**src/logic/tlps_pkg.sv**
```systemverilog
// Shared constants and types of the touch low-power scheduler.
package tlps_pkg;

  // ----------------------------------------------------------------
  // Register map and fields
  // ----------------------------------------------------------------
  localparam logic [7:0]  ADDR_POWER_CFG   = 8'h02;
  localparam logic [7:0]  ADDR_SLEEP_WAIT  = 8'h03;
  localparam logic [7:0]  ADDR_SLEEP_CFG   = 8'h56;
  localparam int          LP_EN_BIT        = 1;
  localparam logic [15:0] POWER_CFG_RESET  = 16'h0000;
  localparam logic [15:0] SLEEP_WAIT_RESET = 16'h0000;
  localparam logic [15:0] SLEEP_CFG_RESET  = 16'h0000;

  // ----------------------------------------------------------------
  // Sensors and timing
  // ----------------------------------------------------------------
  localparam int          NUM_SENSORS = 20;
  localparam logic [4:0]  LAST_SENSOR = 5'h13;
  localparam int          CLK_PERIOD_PS = 10000;
  localparam int          MS_TIME_PS    = 1000000000;
  localparam int          MS_CYCLES     = MS_TIME_PS / CLK_PERIOD_PS;
  localparam int          TICK_W        = 17;

  // ----------------------------------------------------------------
  // Types
  // ----------------------------------------------------------------
  typedef enum logic [2:0] {
    ST_START,
    ST_WAIT,
    ST_CALIB,
    ST_END,
    ST_SLEEP
  } tlps_state_t;

  // Conversion request toward the sensing converter.
  typedef struct packed {
    logic       start;
    logic [4:0] sensor;
  } tlps_conv_req_t;

  // Register access from the serial interface.
  typedef struct packed {
    logic        wr;
    logic        rd;
    logic [7:0]  addr;
    logic [15:0] wdata;
  } tlps_reg_req_t;

endpackage

```
**src/logic/tlps_scheduler.sv**
```systemverilog
// Scan scheduler with calibration step and low-power sleep insertion.
//
// Summary of operation
// Calibration update after every completed conversion.
// Power config bit 1 enables low power.
// Low power alternates scan cycles and sleeps.
// Each cycle converts every enabled sensor once.
// Sleep lasts sleep config value in milliseconds.
// Touch in low power stops sleep insertion.
// Sleep wait register sets touch-free hold time.
// Without low power, cycles run back-to-back.
// Each new touch restarts the hold timer.
`timescale 1ns/1ps

module tlps_scheduler #(
  parameter int MS_CYCLES = tlps_pkg::MS_CYCLES
) (
  input  wire logic                    clk_sys,
  input  wire logic                    rst,
  input  wire tlps_pkg::tlps_reg_req_t reg_req,
  output tlps_pkg::tlps_conv_req_t     conv_req,
  output logic [15:0]                  reg_rdata,
  input  wire logic [19:0]             sensor_en,
  input  wire logic                    conv_done,
  input  wire logic                    touch_det,
  output logic                         calib_update,
  output logic                         sleeping,
  output logic                         touch_hold
);

  // ----------------------------------------------------------------
  // Registers
  // ----------------------------------------------------------------
  logic [15:0]         power_configuration;
  logic [15:0]         sleep_wait_time;
  logic [15:0]         sleep_interval_config;
  tlps_pkg::tlps_state_t state;
  tlps_pkg::tlps_state_t next_state;
  logic [4:0]          idx;
  logic [15:0]         sleep_cnt;
  logic [15:0]         hold_cnt;
  logic                ms_tick;
  logic                lp_en;
  logic                touch_evt;
  logic                enter_sleep;

  assign lp_en       = power_configuration[tlps_pkg::LP_EN_BIT];
  assign touch_evt   = (state == tlps_pkg::ST_WAIT) && conv_done && touch_det && lp_en;
  assign enter_sleep = (state != tlps_pkg::ST_SLEEP) && (next_state == tlps_pkg::ST_SLEEP);

  // Register writes from the serial interface.
  always_ff @(posedge clk_sys or posedge rst) begin
    if (rst) begin
      power_configuration   <= tlps_pkg::POWER_CFG_RESET;
      sleep_wait_time       <= tlps_pkg::SLEEP_WAIT_RESET;
      sleep_interval_config <= tlps_pkg::SLEEP_CFG_RESET;
    end else if (reg_req.wr) begin
      case (reg_req.addr)
        // low power enable
        tlps_pkg::ADDR_POWER_CFG:  power_configuration   <= reg_req.wdata;
        tlps_pkg::ADDR_SLEEP_WAIT: sleep_wait_time       <= reg_req.wdata;
        tlps_pkg::ADDR_SLEEP_CFG:  sleep_interval_config <= reg_req.wdata;
        default: ;
      endcase
    end
  end

  // Register reads; unmapped addresses read as zero.
  always_ff @(posedge clk_sys or posedge rst) begin
    if (rst) begin
      reg_rdata <= 16'h0000;
    end else if (reg_req.rd) begin
      case (reg_req.addr)
        tlps_pkg::ADDR_POWER_CFG:  reg_rdata <= power_configuration;
        tlps_pkg::ADDR_SLEEP_WAIT: reg_rdata <= sleep_wait_time;
        tlps_pkg::ADDR_SLEEP_CFG:  reg_rdata <= sleep_interval_config;
        default:                   reg_rdata <= 16'h0000;
      endcase
    end
  end

  // ----------------------------------------------------------------
  // Time base
  // ----------------------------------------------------------------
  tlps_ms_tick #(
    .WIDTH  (tlps_pkg::TICK_W),
    .PERIOD (MS_CYCLES)
  ) u_tick (
    .clk_sys (clk_sys),
    .rst     (rst),
    .clr     (enter_sleep),
    .tick    (ms_tick)
  );

  // ----------------------------------------------------------------
  // Scan sequencer
  // ----------------------------------------------------------------
  // Next-state choice for the scan, calibration and sleep sequence.
  always_comb begin
    next_state = state;
    case (state)
      tlps_pkg::ST_START: begin
        if (sensor_en[idx]) begin
          next_state = tlps_pkg::ST_WAIT;
        end else if (idx == tlps_pkg::LAST_SENSOR) begin
          next_state = tlps_pkg::ST_END;
        end
      end
      tlps_pkg::ST_WAIT: begin
        if (conv_done) begin
          next_state = tlps_pkg::ST_CALIB;
        end
      end
      tlps_pkg::ST_CALIB: begin
        next_state = (idx == tlps_pkg::LAST_SENSOR) ? tlps_pkg::ST_END : tlps_pkg::ST_START;
      end
      tlps_pkg::ST_END: begin
        // sleep between cycles
        // no sleep while held
        // back-to-back when disabled
        if (lp_en && hold_cnt == 16'h0000 && sleep_interval_config != 16'h0000) begin
          next_state = tlps_pkg::ST_SLEEP;
        end else begin
          next_state = tlps_pkg::ST_START;
        end
      end
      tlps_pkg::ST_SLEEP: begin
        // sleep length in ms
        if (!lp_en || (ms_tick && sleep_cnt == 16'h0001)) begin
          next_state = tlps_pkg::ST_START;
        end
      end
      default: next_state = tlps_pkg::ST_START;
    endcase
  end

  // State register and sleep status output.
  always_ff @(posedge clk_sys or posedge rst) begin
    if (rst) begin
      state    <= tlps_pkg::ST_START;
      sleeping <= 1'b0;
    end else begin
      state    <= next_state;
      sleeping <= (next_state == tlps_pkg::ST_SLEEP);
    end
  end

  // visit each enabled sensor
  always_ff @(posedge clk_sys or posedge rst) begin
    if (rst) begin
      idx      <= 5'h00;
      conv_req <= '0;
    end else begin
      conv_req.start <= (state == tlps_pkg::ST_START) && sensor_en[idx];
      conv_req.sensor <= idx;
      if (state == tlps_pkg::ST_END) begin
        idx <= 5'h00;
      end else if ((state == tlps_pkg::ST_START && !sensor_en[idx] &&
                    idx != tlps_pkg::LAST_SENSOR) ||
                   (state == tlps_pkg::ST_CALIB && idx != tlps_pkg::LAST_SENSOR)) begin
        idx <= idx + 5'h01;
      end
    end
  end

  // calibrate after each conversion
  always_ff @(posedge clk_sys or posedge rst) begin
    if (rst) begin
      calib_update <= 1'b0;
    end else begin
      calib_update <= (state == tlps_pkg::ST_WAIT) && conv_done;
    end
  end

  // Sleep interval counter, loaded on entry and counted down on ticks.
  always_ff @(posedge clk_sys or posedge rst) begin
    if (rst) begin
      sleep_cnt <= 16'h0000;
    end else if (enter_sleep) begin
      sleep_cnt <= sleep_interval_config;
    end else if (state == tlps_pkg::ST_SLEEP && ms_tick && sleep_cnt != 16'h0000) begin
      sleep_cnt <= sleep_cnt - 16'h0001;
    end
  end

  // hold time from wait register
  // touch reload wins over countdown
  always_ff @(posedge clk_sys or posedge rst) begin
    if (rst) begin
      hold_cnt   <= 16'h0000;
      touch_hold <= 1'b0;
    end else begin
      if (touch_evt) begin
        hold_cnt   <= sleep_wait_time;
        touch_hold <= (sleep_wait_time != 16'h0000);
      end else if (ms_tick && hold_cnt != 16'h0000) begin
        hold_cnt   <= hold_cnt - 16'h0001;
        touch_hold <= (hold_cnt != 16'h0001);
      end
    end
  end
endmodule // tlps_scheduler

```
**src/logic/tlps_ms_tick.sv**
```systemverilog
// Millisecond time base with restart.
`timescale 1ns/1ps

module tlps_ms_tick #(
  parameter int WIDTH  = tlps_pkg::TICK_W,
  parameter int PERIOD = tlps_pkg::MS_CYCLES
) (
  input  wire logic clk_sys,
  input  wire logic rst,
  input  wire logic clr,
  output logic      tick
);

  localparam logic [WIDTH-1:0] TOP = WIDTH'(PERIOD - 1);

  logic [WIDTH-1:0] count;

  // Counts clock cycles and pulses once per period; clr restarts the period.
  always_ff @(posedge clk_sys or posedge rst) begin
    if (rst) begin
      count <= '0;
      tick  <= 1'b0;
    end else if (clr) begin
      count <= '0;
      tick  <= 1'b0;
    end else begin
      tick  <= (count == TOP);
      count <= (count == TOP) ? '0 : count + WIDTH'(1);
    end
  end

endmodule // tlps_ms_tick

```
**config.mk**
```make
export PLATFORM = sky130hd
export DESIGN_NAME = tlps_scheduler
export DESIGN_NICKNAME = d
export VERILOG_FILES = /design/src/logic/tlps_pkg.sv /design/src/logic/tlps_scheduler.sv /design/src/logic/tlps_ms_tick.sv
export SDC_FILE = /design/constraint.sdc
export NUM_CORES = 1
export LEC_CHECK = 0
export BUFFER_PORTS_ARGS = -buffer_cell sky130_fd_sc_hd__buf_4
export CELL_PAD_IN_SITES_DETAIL_PLACEMENT = 0
export CELL_PAD_IN_SITES_GLOBAL_PLACEMENT = 2
export CORE_UTILIZATION = 35
export CTS_CLUSTER_DIAMETER = 80
export CTS_CLUSTER_SIZE = 30
export DETAILED_ROUTE_END_ITERATION = 10
export MAX_ROUTING_LAYER = met4
export PLACE_DENSITY_LB_ADDON = 0.1
export SETUP_SLACK_MARGIN = 0.1
export SKIP_CTS_REPAIR_TIMING = 1
export SLEW_MARGIN = 30
export SYNTH_ARGS = -nofsm -noshare
export SYNTH_HDL_FRONTEND = slang
export SYNTH_SLANG_ARGS = --single-unit
```
**constraint.sdc**
```tcl
create_clock -name clk_sys -period 8.2 [get_ports clk_sys]
set_input_delay 0 -clock clk_sys [delete_from_list [all_inputs] [get_ports clk_sys]]
set_output_delay 0 -clock clk_sys [all_outputs]
set_load 0.02 [all_outputs]
```
# --- Word level (Yosys, flattened, before mapping) ---
# Index checks and enable logic that the tools add are counted.
classes:
  n_eq_ne: 14
  div: 0
  order_cmp: 1
  shift: 0
  multipliers: 0
  reduce_logical: 30
  addsub: 4
  n_bitwise: 0
  muxes: 21
op_table:
  columns: ["cell", "count"]
  rows:
  - ["2-to-1 mux 16 bit", 4]
  - ["nonzero test 16 bit", 4]
  - ["one-hot mux 16 bit (3 select lines)", 1]
  - ["2-to-1 mux 17 bit", 2]
  - ["subtractor 16 x 1 -> 16 bit, second input constant", 2]
  - ["adder 17 x 1 -> 17 bit, second input constant", 1]
  - ["equality test 17 bit, second input constant", 1]
  - ["equality test 16 x 1 -> 1 bit, second input constant", 1]
  - ["equality test 8 x 2 -> 1 bit, second input constant", 2]
  - ["zero test 16 bit", 1]
  - ["inequality test 16 x 1 -> 1 bit, second input constant", 1]
  - ["2-to-1 mux 3 bit", 5]
  - ["one-hot mux 3 bit (5 select lines)", 1]
  - ["logical AND 1 bit", 14]
  - ["2-to-1 mux 5 bit", 2]
  - ["equality test 8 x 7 -> 1 bit, second input constant", 1]
  - ["equality test 3 x 2 -> 1 bit, second input constant", 2]
  - ["equality test 3 bit, second input constant", 2]
  - ["< comparator 5 x 6 -> 1 bit, second input constant", 1]
  - ["AND reduction 2 bit", 3]
  - ["nonzero test 2 bit", 3]
  - ["adder 5 x 1 -> 5 bit, second input constant", 1]
  - ["binary-select mux 1 bit (select 5 bit)", 1]
  - ["equality test 5 bit, second input constant", 1]
  - ["8 further kinds", 13]
word_totals:
  ram_bits: 0
  mem_count: 0
  mem_bits_ro: 0
  inputBits: 50
  latch_bits: 0
  output_inout_bits: 25
  regBits: 131
  elab_cells: 85

# --- Longest topological paths before layout ---
# Gate-level depths: netlist of the first run.
logic_depth:
  ltp_word: 8
  mapped_depth: 9
  depth_no_buf: 8

# --- Modules after synthesis ---
# A second synthesis of the first run with hierarchy kept.
unflattened:
  cells_unflattened: 589
  hier_area_um2: 6471.2
modules_own_cells:
  columns: ["mod", "cells_each", "seq_area_each_um2", "area_per_inst_um2", "n_inst"]
  rows:
  - ["tlps_scheduler", 502, 2827.7, 5562.8, 1]
  - ["tlps_ms_tick", 87, 450.4, 908.4, 1]

# --- Worst setup path after synthesis of the first run ---
# Ideal clock, no wire load.
synth_path:
  kind: "register -> register"
  from: "register sleep_cnt[3]"
  to: "register sleep_cnt[12]"
  arrival_time_ps: 2003
  stages_incl_launch_ff: 8
  period_less_slack_ps: 2139
  path_buffers: 1
  path_slack_ps: 6061
  required_time_ps: 8064
  setup_time_ps: 136
  path_cell_list: "dfrtp_1 or4_4 or3_1 buf_6 nand4b_4 nor3b_2 xnor2_1 a21oi_1"
synth_via:
  elab_chain_cells: 8
  elab_cells_between_ends: 13
  cone_classes: "add/sub: 1; eq/ne: 2; mux: 4; reduce/logical: 6"
synth_lines:
  columns: ["element", "line", "rtl"]
  rows:
  - ["start: declaration", "tlps_scheduler.sv:40", "logic [15:0] sleep_cnt;"]
  - ["start signal: assignment", "tlps_scheduler.sv:180", "sleep_cnt <= sleep_interval_config;"]
  - ["start signal: assignment", "tlps_scheduler.sv:182", "sleep_cnt <= sleep_cnt - 16'h0001;"]
  - ["equality test 16 x 1 -> 1 bit", "tlps_scheduler.sv:129", "if (!lp_en || (ms_tick && sleep_cnt == 16'h0001)) begin"]
  - ["logical AND 1 bit", "tlps_scheduler.sv:129", null]
  - ["logical OR 1 bit", "tlps_scheduler.sv:129", null]
  - ["2-to-1 mux 3 bit", "tlps_scheduler.sv:129", null]
  - ["one-hot mux 3 bit (5 select lines)", "tlps_scheduler.sv:101", "case (state)"]
  - ["equality test 3 bit", "tlps_scheduler.sv:49", "assign enter_sleep = (state != tlps_pkg::ST_SLEEP) && (next_state == tlps_pkg::ST_SLEEP);"]
  - ["logical AND 1 bit", "tlps_scheduler.sv:49", null]
  - ["2-to-1 mux 16 bit / nonzero test 2 bit (equally long branches)", null, null]
# Parallel ways exist; a longest one is shown, timed or not. The select of a mux whose other input is x is not followed.
# A chain may end at the register's enable or synchronous reset.

# --- Worst setup path after layout of the first run ---
layout_path:
  from: "register hold_cnt[2]"
  to: "register u_tick.count[16]"
layout_via:
  elab_chain_cells: 8
layout_lines:
  columns: ["element", "line", "rtl"]
  rows:
  - ["start: declaration", "tlps_scheduler.sv:41", "logic [15:0] hold_cnt;"]
  - ["start signal: assignment", "tlps_scheduler.sv:194", "hold_cnt <= sleep_wait_time;"]
  - ["start signal: assignment", "tlps_scheduler.sv:197", "hold_cnt <= hold_cnt - 16'h0001;"]
  - ["zero test 16 bit", "tlps_scheduler.sv:121", "if (lp_en && hold_cnt == 16'h0000 && sleep_interval_config != 16'h0000) begin"]
  - ["logical AND 1 bit (2 in series)", "tlps_scheduler.sv:121", null]
  - ["2-to-1 mux 3 bit", "tlps_scheduler.sv:121", null]
  - ["one-hot mux 3 bit (5 select lines)", "tlps_scheduler.sv:101", null]
  - ["equality test 3 bit", "tlps_scheduler.sv:49", null]
  - ["logical AND 1 bit", "tlps_scheduler.sv:49", null]
  - ["2-to-1 mux 17 bit", "tlps_ms_tick.sv:23", "end else if (clr) begin"]
  - ["end signal: assignment", "tlps_ms_tick.sv:28", "count <= (count == TOP) ? '0 : count + WIDTH'(1);"]
  - ["end: declaration", "tlps_ms_tick.sv:16", "logic [WIDTH-1:0] count;"]
# No other way between the ends.

==> results.toml, run 1 <==
[outcome]
status = "complete, no violations"

[logic_synthesis]
synthCells = 575
synth_commonest_cells = "dfrtp_1, nor2_1, mux2_2"
synth_area_leaders = "dfrtp_1, mux2_2, nor2_1, xnor2_1, xor2_1"
async_flop_share_pct = 100
synth-seq-area-share_pct = 51.9
synth_nets = 633
yosysTopAreaCell = "dfrtp_1"
synthesis.area_um2 = 6320
synth-edff-count = 0
yosysWarnings = 0
ys_types = 59
synth_top_area_share_pct = 51.9
synth.most_common_cell = "dfrtp_1"
synth_top_flop_cell = "dfrtp_1"
ys_ff_latch = 131
avgSynthCellArea_um2 = 11.0

[timing]
finalWorstSetupSlack_ns = 5.53
setup_viol = 0
slew_violations = 0
worstMarginPinSlew_ns = 0.853
rsz0062_at_grt = "no"
finalCriticalPeriod_ns = 2.67
slew_headroom_pct = 43.1
finClkSkew_ns = 0.0132
tns_ns = 0
fmax_mhz = 374
period_share_pct = 32.6
hold_violations = 0

[critical_path]
worstPathRequired_ns = 8.49
start_kind = "register"
crit_fanout = 13
cp_data_arrival_time_ns = 2.96
cp-end-kind = "register"
path_class = "reg -> reg"

[route]
totalWireLength_um = 15800
wire_per_inst_um = 17.5
viasPerCell = 5.28
ant_nets = 0
initialDrtViolationCount = 377
vias = 4771
drc_errors = 0
drt_pre_antenna_iters = 6

[final_layout]
ff_latch_area_um2 = 3280
diodes = 0
design_area_um2 = 7810
syn2layout_area_growth_pct = 23.7
nets = 724
drive_above_1_share_pct = 25.7
fillerInstances = 1645
multiInputGateArea_um2 = 2850

[clock_tree]
numCtsBuffers = 17
cts_sinks = 131
clock_path_buffers = 2
insertion_delay_ns = 0.43
path_clk_slew_ns = 0.06
tritoncts = "done"
clockRootBuffer = "clkbuf_16"
ctsHtreeMaxLevel = 4

[pwr]
powerDensity_nw_per_um2 = 221
ir_drop_mv = 0.128
p_leak_nw = 3.55

[global_routing]
grt_pass1_wl_um = 25800
grt_antenna_before_repair = 0
groute.usage.overall_pct = 19.0
gr-total-overflow = 0
grt_max_degree = 68
grt_pass1_vias = 4827

[die]
start_util_pct = 36.1
die_y_um = 136
core_um2 = 17500
core.rowCount = 48
die_w_um = 136
die-area_um2 = 18600
num_io_pins = 75

[place]
numPortBuffers = 74
hpwl_um = 11000
placed_area_um2 = 7080
gp_congestion = 0.780
preCtsSetupSlack_ns = 5.52

[worst_hold_path]
hp-class = "in -> reg"

[job]
maxCapViolCount = 0
-- worst max-delay path, stage by stage (launching register included) --
cell and delay (ns):
dfrtp_1 0.45, nor4_1 0.67, and2_1 0.32, nand3_1 0.14, or2_1 0.41, nand2_1 0.43, nor2_1 0.11
-- flip-flops by register name, indices dropped and copies added, names as in the netlist --
| register | count |
|---|---|
| calib_update | 1 |
| conv_req | 6 |
| hold_cnt | 16 |
| idx | 5 |
| power_configuration | 16 |
| reg_rdata | 16 |
| sleep_cnt | 16 |
| sleep_interval_config | 16 |
| sleep_wait_time | 16 |
| sleeping | 1 |
| state | 3 |
| touch_hold | 1 |
| u_tick.count | 17 |
| u_tick.tick | 1 |
-- path summary, 6_finish.rpt --
check | slack (ns) | end | depth (start not counted) | from
setup / recovery | 5.53 | u_tick.count[16] | 6 | hold_cnt[2]
hold / removal | 0.14 | idx[4] | 6 | sensor_en[0]
setup reg to reg | 5.53 | u_tick.count[16] | 6 | hold_cnt[2]
hold reg to reg | 0.49 | u_tick.count[0] | 1 | u_tick.count[0]
max in group asynchronous | 6.49 | power_configuration[5] | 4 | rst
min in group asynchronous | 0.33 | conv_req[2] | 3 | rst
-- stage by stage --
step / power [mW] / utilization (%) / hold WS, ns / instances
after floorplan: 0.946 / - / 0.151 / 575
after global placement: 1.03 / 40.5 / 0.227 / 853
after detailed placement: 1.04 / 40.5 / 0.245 / 853
after CTS: 1.75 / 43.6 / -0.212 / 884
after global routing: 1.83 / 44.7 / 0.205 / 903
final: 1.73 / 44.7 / 0.145 / 903
-- cells by family (layout without fill, tap and decap cells) --
kind of cell / Yosys count / in the layout / share of synthesized area, %
compound gates: 88 / 88 / 9.81
xor+xnor: 42 / 42 / 5.82
fa+ha+maj: 8 / 8 / 1.58
buf+inv: 49 / 152 / 3.05
flops: 131 / 131 / 51.9
mux: 62 / 62 / 11.1
simple gates: 195 / 195 / 16.7
-- placed cells by master, fill, tap and decap left out, types with 4 or more instances in the layout --
| cell type | n |
|---|---|
| nand3_1 | 20 |
| inv_6 | 6 |
| nor4_1 | 14 |
| dlygate4sd3_1 | 19 |
| or4_1 | 6 |
| xor2_1 | 21 |
| ha_1 | 8 |
| clkbuf_16 | 17 |
| o21ai_0 | 7 |
| and3_1 | 7 |
| mux2i_1 | 7 |
| buf_4 | 78 |
| xnor2_1 | 21 |
| nor3_1 | 12 |
| clkinvlp_4 | 4 |
| inv_1 | 23 |
| nand4_1 | 11 |
| a21oi_1 | 22 |
| dfrtp_1 | 131 |
| a222oi_1 | 16 |
| nor3b_1 | 5 |
| and2_1 | 5 |
| nand2_1 | 26 |
| o22ai_1 | 20 |
| o211ai_1 | 5 |
| mux2_2 | 53 |
| nor2_1 | 61 |
-- per-layer routing --
metal | global-route usage (%) | vias to the layer above | routed length (µm) | share of wire [%]
met2 | 30.5 | 91 | 7780 | 49
met3 | 3.99 | 15 | 507 | 3.2
met1 | 23.6 | 2374 | 7240 | 46
li1 | - | 2291 | - | -
met4 | 6.73 | 0 | 255 | 1.6
met5 | - | - | 0 | 0
-- cell type report --
cell class	count	area share [%]
Sequential cell	131	42.0
Multi-Input combinational cell	395	36.4
Timing Repair Buffer	97	9.93
Clock buffer	18	5.62
Tap cell	225	3.60
Clock inverter	13	1.30
Inverter	24	1.18
-- report_power, final --
group | leakage, nW | internal (mW) | switching (mW)
combinational | 1.56 | 0.131 | 0.119
sequential | 1.73 | 0.702 | 0.0810
clock | 0.256 | 0.397 | 0.299
No activity file was read; power rests on OpenSTA's default activity.
==> run 2: changes to the inputs <==
- clock period: 8.2 -> 2.17 ns (I/O delays scaled with it)
==> results.toml, run 2 (synthesis results as in run 1) <==
[die]
die_y_um = 136
core.rowCount = 48
die-area_um2 = 18600
num_io_pins = 75
core_um2 = 17500
die_w_um = 136
start_util_pct = 36.1

[pwr]
p_int_mw = 5.00
seqPwrFrac_pct = 40.5
comb_power_share_pct = 17.8
total_power_mw = 7.03
ir_drop_mv = 0.645
p_clk_share_pct = 41.7
powerDensity_nw_per_um2 = 841
swShare_pct = 28.9
p_leak_nw = 3.83
power.switching_mw = 2.03

[final_layout]
fillerInstances = 1601
diodes = 0
largest_reg_flops = 17
nets = 766
final_cell_mix = "dfrtp_1, buf_4, nor2_1, mux2_2, nand2_1"
syn2layout_area_growth_pct = 32.3
final_common_cell = "dfrtp_1"
top_register = "u_tick.count"
drive_above_1_share_pct = 33.0

[global_routing]
grt_pass1_vias = 4925
grt_pass1_wl_um = 26100
gr-total-overflow = 0
grt_max_degree = 132
grt_antenna_before_repair = 0
groute.usage.overall_pct = 19.3

[critical_path]
worstSetupEndpoint = "sleep_cnt[12]"
crit_fanout = 7
r2r-end = "sleep_cnt[12]"
crit_chain = "or4_4, or3_4, nand4b_4, nor3b_2, xnor2_1, a21oi_1"
path_class = "reg -> reg"
r2r_setup_slack_ns = 0.09
timing.rr.start = "sleep_cnt[3]"
cp-startpoint = "sleep_cnt[3]"
worstPathRequired_ns = 2.47
cp_data_arrival_time_ns = 2.38
r2r_cells = 6
start_kind = "register"
slowest_stage = "or4_4"
cp-end-kind = "register"
max_stage_delay_ns = 0.54

[timing]
worstMarginPinSlew_ns = 0.753
slew_headroom_pct = 49.8
setup_viol = 0
period_share_pct = 95.9
fmax_mhz = 481
slew_violations = 0
tns_ns = 0
finalWorstSetupSlack_ns = 0.0892
finClkSkew_ns = 0.00804
rsz0062_at_grt = "yes"
finalCriticalPeriod_ns = 2.08
hold_violations = 0

[route]
ant_nets = 0
totalWireLength_um = 16500
drc_errors = 0
initialDrtViolationCount = 398
vias = 4918
viasPerCell = 5.20
drt_pre_antenna_iters = 5
wire_per_inst_um = 17.5

[place]
numPortBuffers = 74
hpwl_um = 11200
gp_congestion = 0.816
preCtsSetupSlack_ns = -0.0254

[clock_tree]
cts_sinks = 131
clock_path_buffers = 2
tritoncts = "done"
path_clk_slew_ns = 0.06
ctsHtreeMaxLevel = 4
numCtsBuffers = 17
clockRootBuffer = "clkbuf_16"
insertion_delay_ns = 0.42

[worst_hold_path]
hp-class = "in -> reg"

[job]
maxCapViolCount = 0

[outcome]
status = "complete, no violations"
[run 2: cell types whose count changed in the layout (fill, tap and decap cells not counted), sizes merged]
cell      previous run  this run
clkinv               3         4
inv                 30        31
clkinvlp             4         2
and2                 5         6
bufinv               0         2
clkbuf              18        17
buf                 78       119
[run 2: worst min path at each step]
| stage | startpoint | end | slack (ns) | cells past startpoint |
|---|---|---|---|---|
| global route | touch_det | hold_cnt[4] | 0.14 | 4 |
| floorplan | reg_req[10] | power_configuration[10] | 0.15 | 1 |
| detailed placement | reg_req[8] | sleep_wait_time[8] | 0.26 | 2 |
| finish | touch_det | hold_cnt[9] | 0.14 | 4 |
| CTS | reg_req[8] | sleep_wait_time[8] | -0.19 | 2 |
| global placement | reg_req[6] | power_configuration[6] | 0.26 | 2 |
[run 2: final cells by class]
type / instances / area, µm² / area share, %
Multi-Input combinational cell: 396 / 2990 / 35.8
Timing Repair Buffer: 138 / 1120 / 13.4
Clock buffer: 17 / 425 / 5.09
Clock inverter: 15 / 170 / 2.04
Tap cell: 225 / 282 / 3.37
Inverter: 24 / 93.8 / 1.12
Sequential cell: 131 / 3280 / 39.2
[run 2: worst max-delay path: cells and delay by family, from the launching register on]
kind                      cells  cell delay, ns
DFF                           1            0.38
and+or+nand+nor               4            1.35
AOI/OAI and AO/OA             1            0.08
xor gates and xnor gates      1            0.14
[run 2: per-stage QoR]
stage	cell area [µm²]	cells	hold slack [ns]	utilization (%)
final	8350	946	0.136	47.8
after detailed placement	7380	889	0.257	42.2
after global routing	8350	946	0.140	47.8
after CTS	7980	921	-0.195	45.6
after floorplan	6320	575	0.151	-
after global placement	7380	889	0.255	42.2
[run 2: metal layers]
metal | global-route usage (%) | part of all wire, % | vias up
met3 | 4.55 | 4.0 | 20
met1 | 23.8 | 45 | 2413
li1 | - | - | 2384
met5 | - | 0 | -
met4 | 6.30 | 1.8 | 0
met2 | 31.0 | 49 | 101
[run 2: power groups by stage]
| stage | logic, mW | clock network [mW] | registers, mW |
|---|---|---|---|
| floorplan | 0.666 | 0 | 2.91 |
| global placement | 1.15 | 0 | 2.87 |
| detailed placement | 1.16 | 0 | 2.87 |
| CTS | 1.17 | 2.99 | 2.83 |
| global route | 1.38 | 3.10 | 2.88 |
| finish | 1.25 | 2.93 | 2.85 |
==> run 3: changes to the inputs <==
- ABC_AREA: unset -> 1
- CORE_ASPECT_RATIO: unset -> 0.7
- CORE_UTILIZATION: 35 -> 32
==> results.toml, run 3 <==
[outcome]
status = "complete, no violations"

[clock_tree]
cts_sinks = 131
clock_path_buffers = 2
path_clk_slew_ns = 0.06
insertion_delay_ns = 0.42
tritoncts = "done"
clockRootBuffer = "clkbuf_16"
ctsHtreeMaxLevel = 4
numCtsBuffers = 17

[place]
numPortBuffers = 74
hpwl_um = 14300
gp_congestion = 0.832
dp_cells = 1169

[global_routing]
grt_pass1_vias = 5619
grt_pass1_wl_um = 31700
grt_antenna_before_repair = 0
gr-total-overflow = 0
grt_max_degree = 71
groute.usage.overall_pct = 19.9

[timing]
fmax_mhz = 520
period_share_pct = 88.6
finClkSkew_ns = 0.0128
hold_violations = 0
finalCriticalPeriod_ns = 1.92
worstMarginPinSlew_ns = 0.674
slew_violations = 0
rsz0062_at_grt = "no"
setup_viol = 0
tns_ns = 0
slew_headroom_pct = 54.8

[logic_synthesis]
ys_types = 43
synth-edff-count = 0
synth_area_leaders = "dfrtp_1, nand2_1, nand3_1, inv_1, o21ai_1"
yosysTopAreaCell = "dfrtp_1"
avgSynthCellArea_um2 = 8.15
synth-seq-area-share_pct = 48.5
synthesis.area_um2 = 6760
yosysWarnings = 0
synth_nets = 888
synth_top_flop_cell = "dfrtp_1"
synth.most_common_cell = "nand2_1"
synthCells = 830
synth_commonest_cells = "nand2_1, dfrtp_1, inv_1"
async_flop_share_pct = 100
ys_ff_latch = 131
synth_top_area_share_pct = 48.5

[final_layout]
diodes = 0
final_common_cell = "nand2_1"
nets = 989
largest_reg_flops = 17
stdcell_count = 1220
top_register = "u_tick.count"
final_cell_mix = "nand2_1, dfrtp_1, buf_4, inv_1, nand3_1"
utilization_pct = 41.0
drive_above_1_share_pct = 17.9
syn2layout_area_growth_pct = 25.5

[route]
ant_nets = 0
viasPerCell = 4.82
totalWireLength_um = 19600
initialDrtViolationCount = 369
drc_errors = 0
wire_per_inst_um = 16.1
drt_pre_antenna_iters = 5
vias = 5881

[pwr]
ir_drop_mv = 0.517
p_leak_nw = 4.05
powerDensity_nw_per_um2 = 820

[critical_path]
path_class = "reg -> reg"
r2r-end = "hold_cnt[1]"
cp_data_arrival_time_ns = 2.21
worstPathRequired_ns = 2.45
r2r_cells = 8
crit_fanout = 8
r2r_setup_slack_ns = 0.25
start_kind = "register"
cp-end-kind = "register"
timing.rr.start = "hold_cnt[6]"

[die]
num_io_pins = 75
core_um2 = 20700
die-area_um2 = 21700
die_w_um = 176
die_y_um = 124
start_util_pct = 32.7
core.rowCount = 44

[job]
maxCapViolCount = 0

[worst_hold_path]
whs_endpoint = "hold_cnt[6]"
hp-class = "in -> reg"
hp-start = "touch_det"
min_path_cells = 6
-- run 3: area by class of cell --
type | count | area (µm²)
Multi-Input combinational cell | 581 | 3020
Clock inverter | 12 | 130
Clock buffer | 20 | 467
Tap cell | 276 | 345
Fill cell | 2132 | 12200
Timing Repair Buffer | 107 | 888
Inverter | 93 | 355
Sequential cell | 131 | 3280
-- run 3: power breakdown --
group          internal (mW)  switching, mW  leakage, nW  total, mW
logic                  0.452          0.720         1.99       1.17
registers               2.63          0.237         1.76       2.86
clock network           1.78           1.14        0.292       2.92
-- run 3: logic make-up (layout without fill, tap and decap cells) --
family | after synthesis | in the layout | synth area share (%)
AOI/OAI and AO/OA | 132 | 132 | 11.4
xor gates and xnor gates | 28 | 28 | 3.63
adders and majority gates | 8 | 8 | 1.48
buffers and inverters | 118 | 232 | 6.94
DFF | 131 | 131 | 48.5
and+or+nand+nor | 413 | 413 | 28.1
-- run 3: routing by layer --
metal	vias up	global-route usage (%)	share of wire [%]
met4	0	4.95	0.98
met5	-	-	0
met3	15	3.30	3.6
met1	2805	29.9	54
met2	122	27.3	41
li1	2939	-	-
-- run 3: per-stage QoR --
| step | power, mW | setup WS [ns] | instance area (µm²) | hold WS (ns) |
|---|---|---|---|---|
| after CTS | 7.00 | 0.123 | 8290 | -0.390 |
| after global routing | 7.32 | 0.104 | 8490 | 0.163 |
| after global placement | 4.03 | 0.170 | 7690 | 0.0626 |
| after floorplan | 3.61 | 0.547 | 6770 | 0.110 |
| after detailed placement | 4.05 | 0.135 | 7690 | 0.0625 |
| final | 6.96 | 0.247 | 8490 | 0.132 |
-- run 3: worst max path at each step --
stage | start | end | slack (ns) | cells after the start
finish | hold_cnt[6] | hold_cnt[1] | 0.25 | 8
global route | idx[0] | idx[2] | 0.10 | 11
CTS | idx[0] | idx[2] | 0.12 | 10
detailed placement | idx[0] | idx[3] | 0.13 | 10
global placement | idx[0] | idx[4] | 0.17 | 10
floorplan | rst | calib_update | 0.55 | 1
-- run 3: worst max-delay path: stages (launching register included) --
cell     delay (ns)
dfrtp_1        0.41
nor2_1         0.20
nand3_1        0.09
nor2_1         0.20
nand3_2        0.16
nand2_2        0.20
nand2_1        0.25
o22ai_1        0.20
a21oi_1        0.07
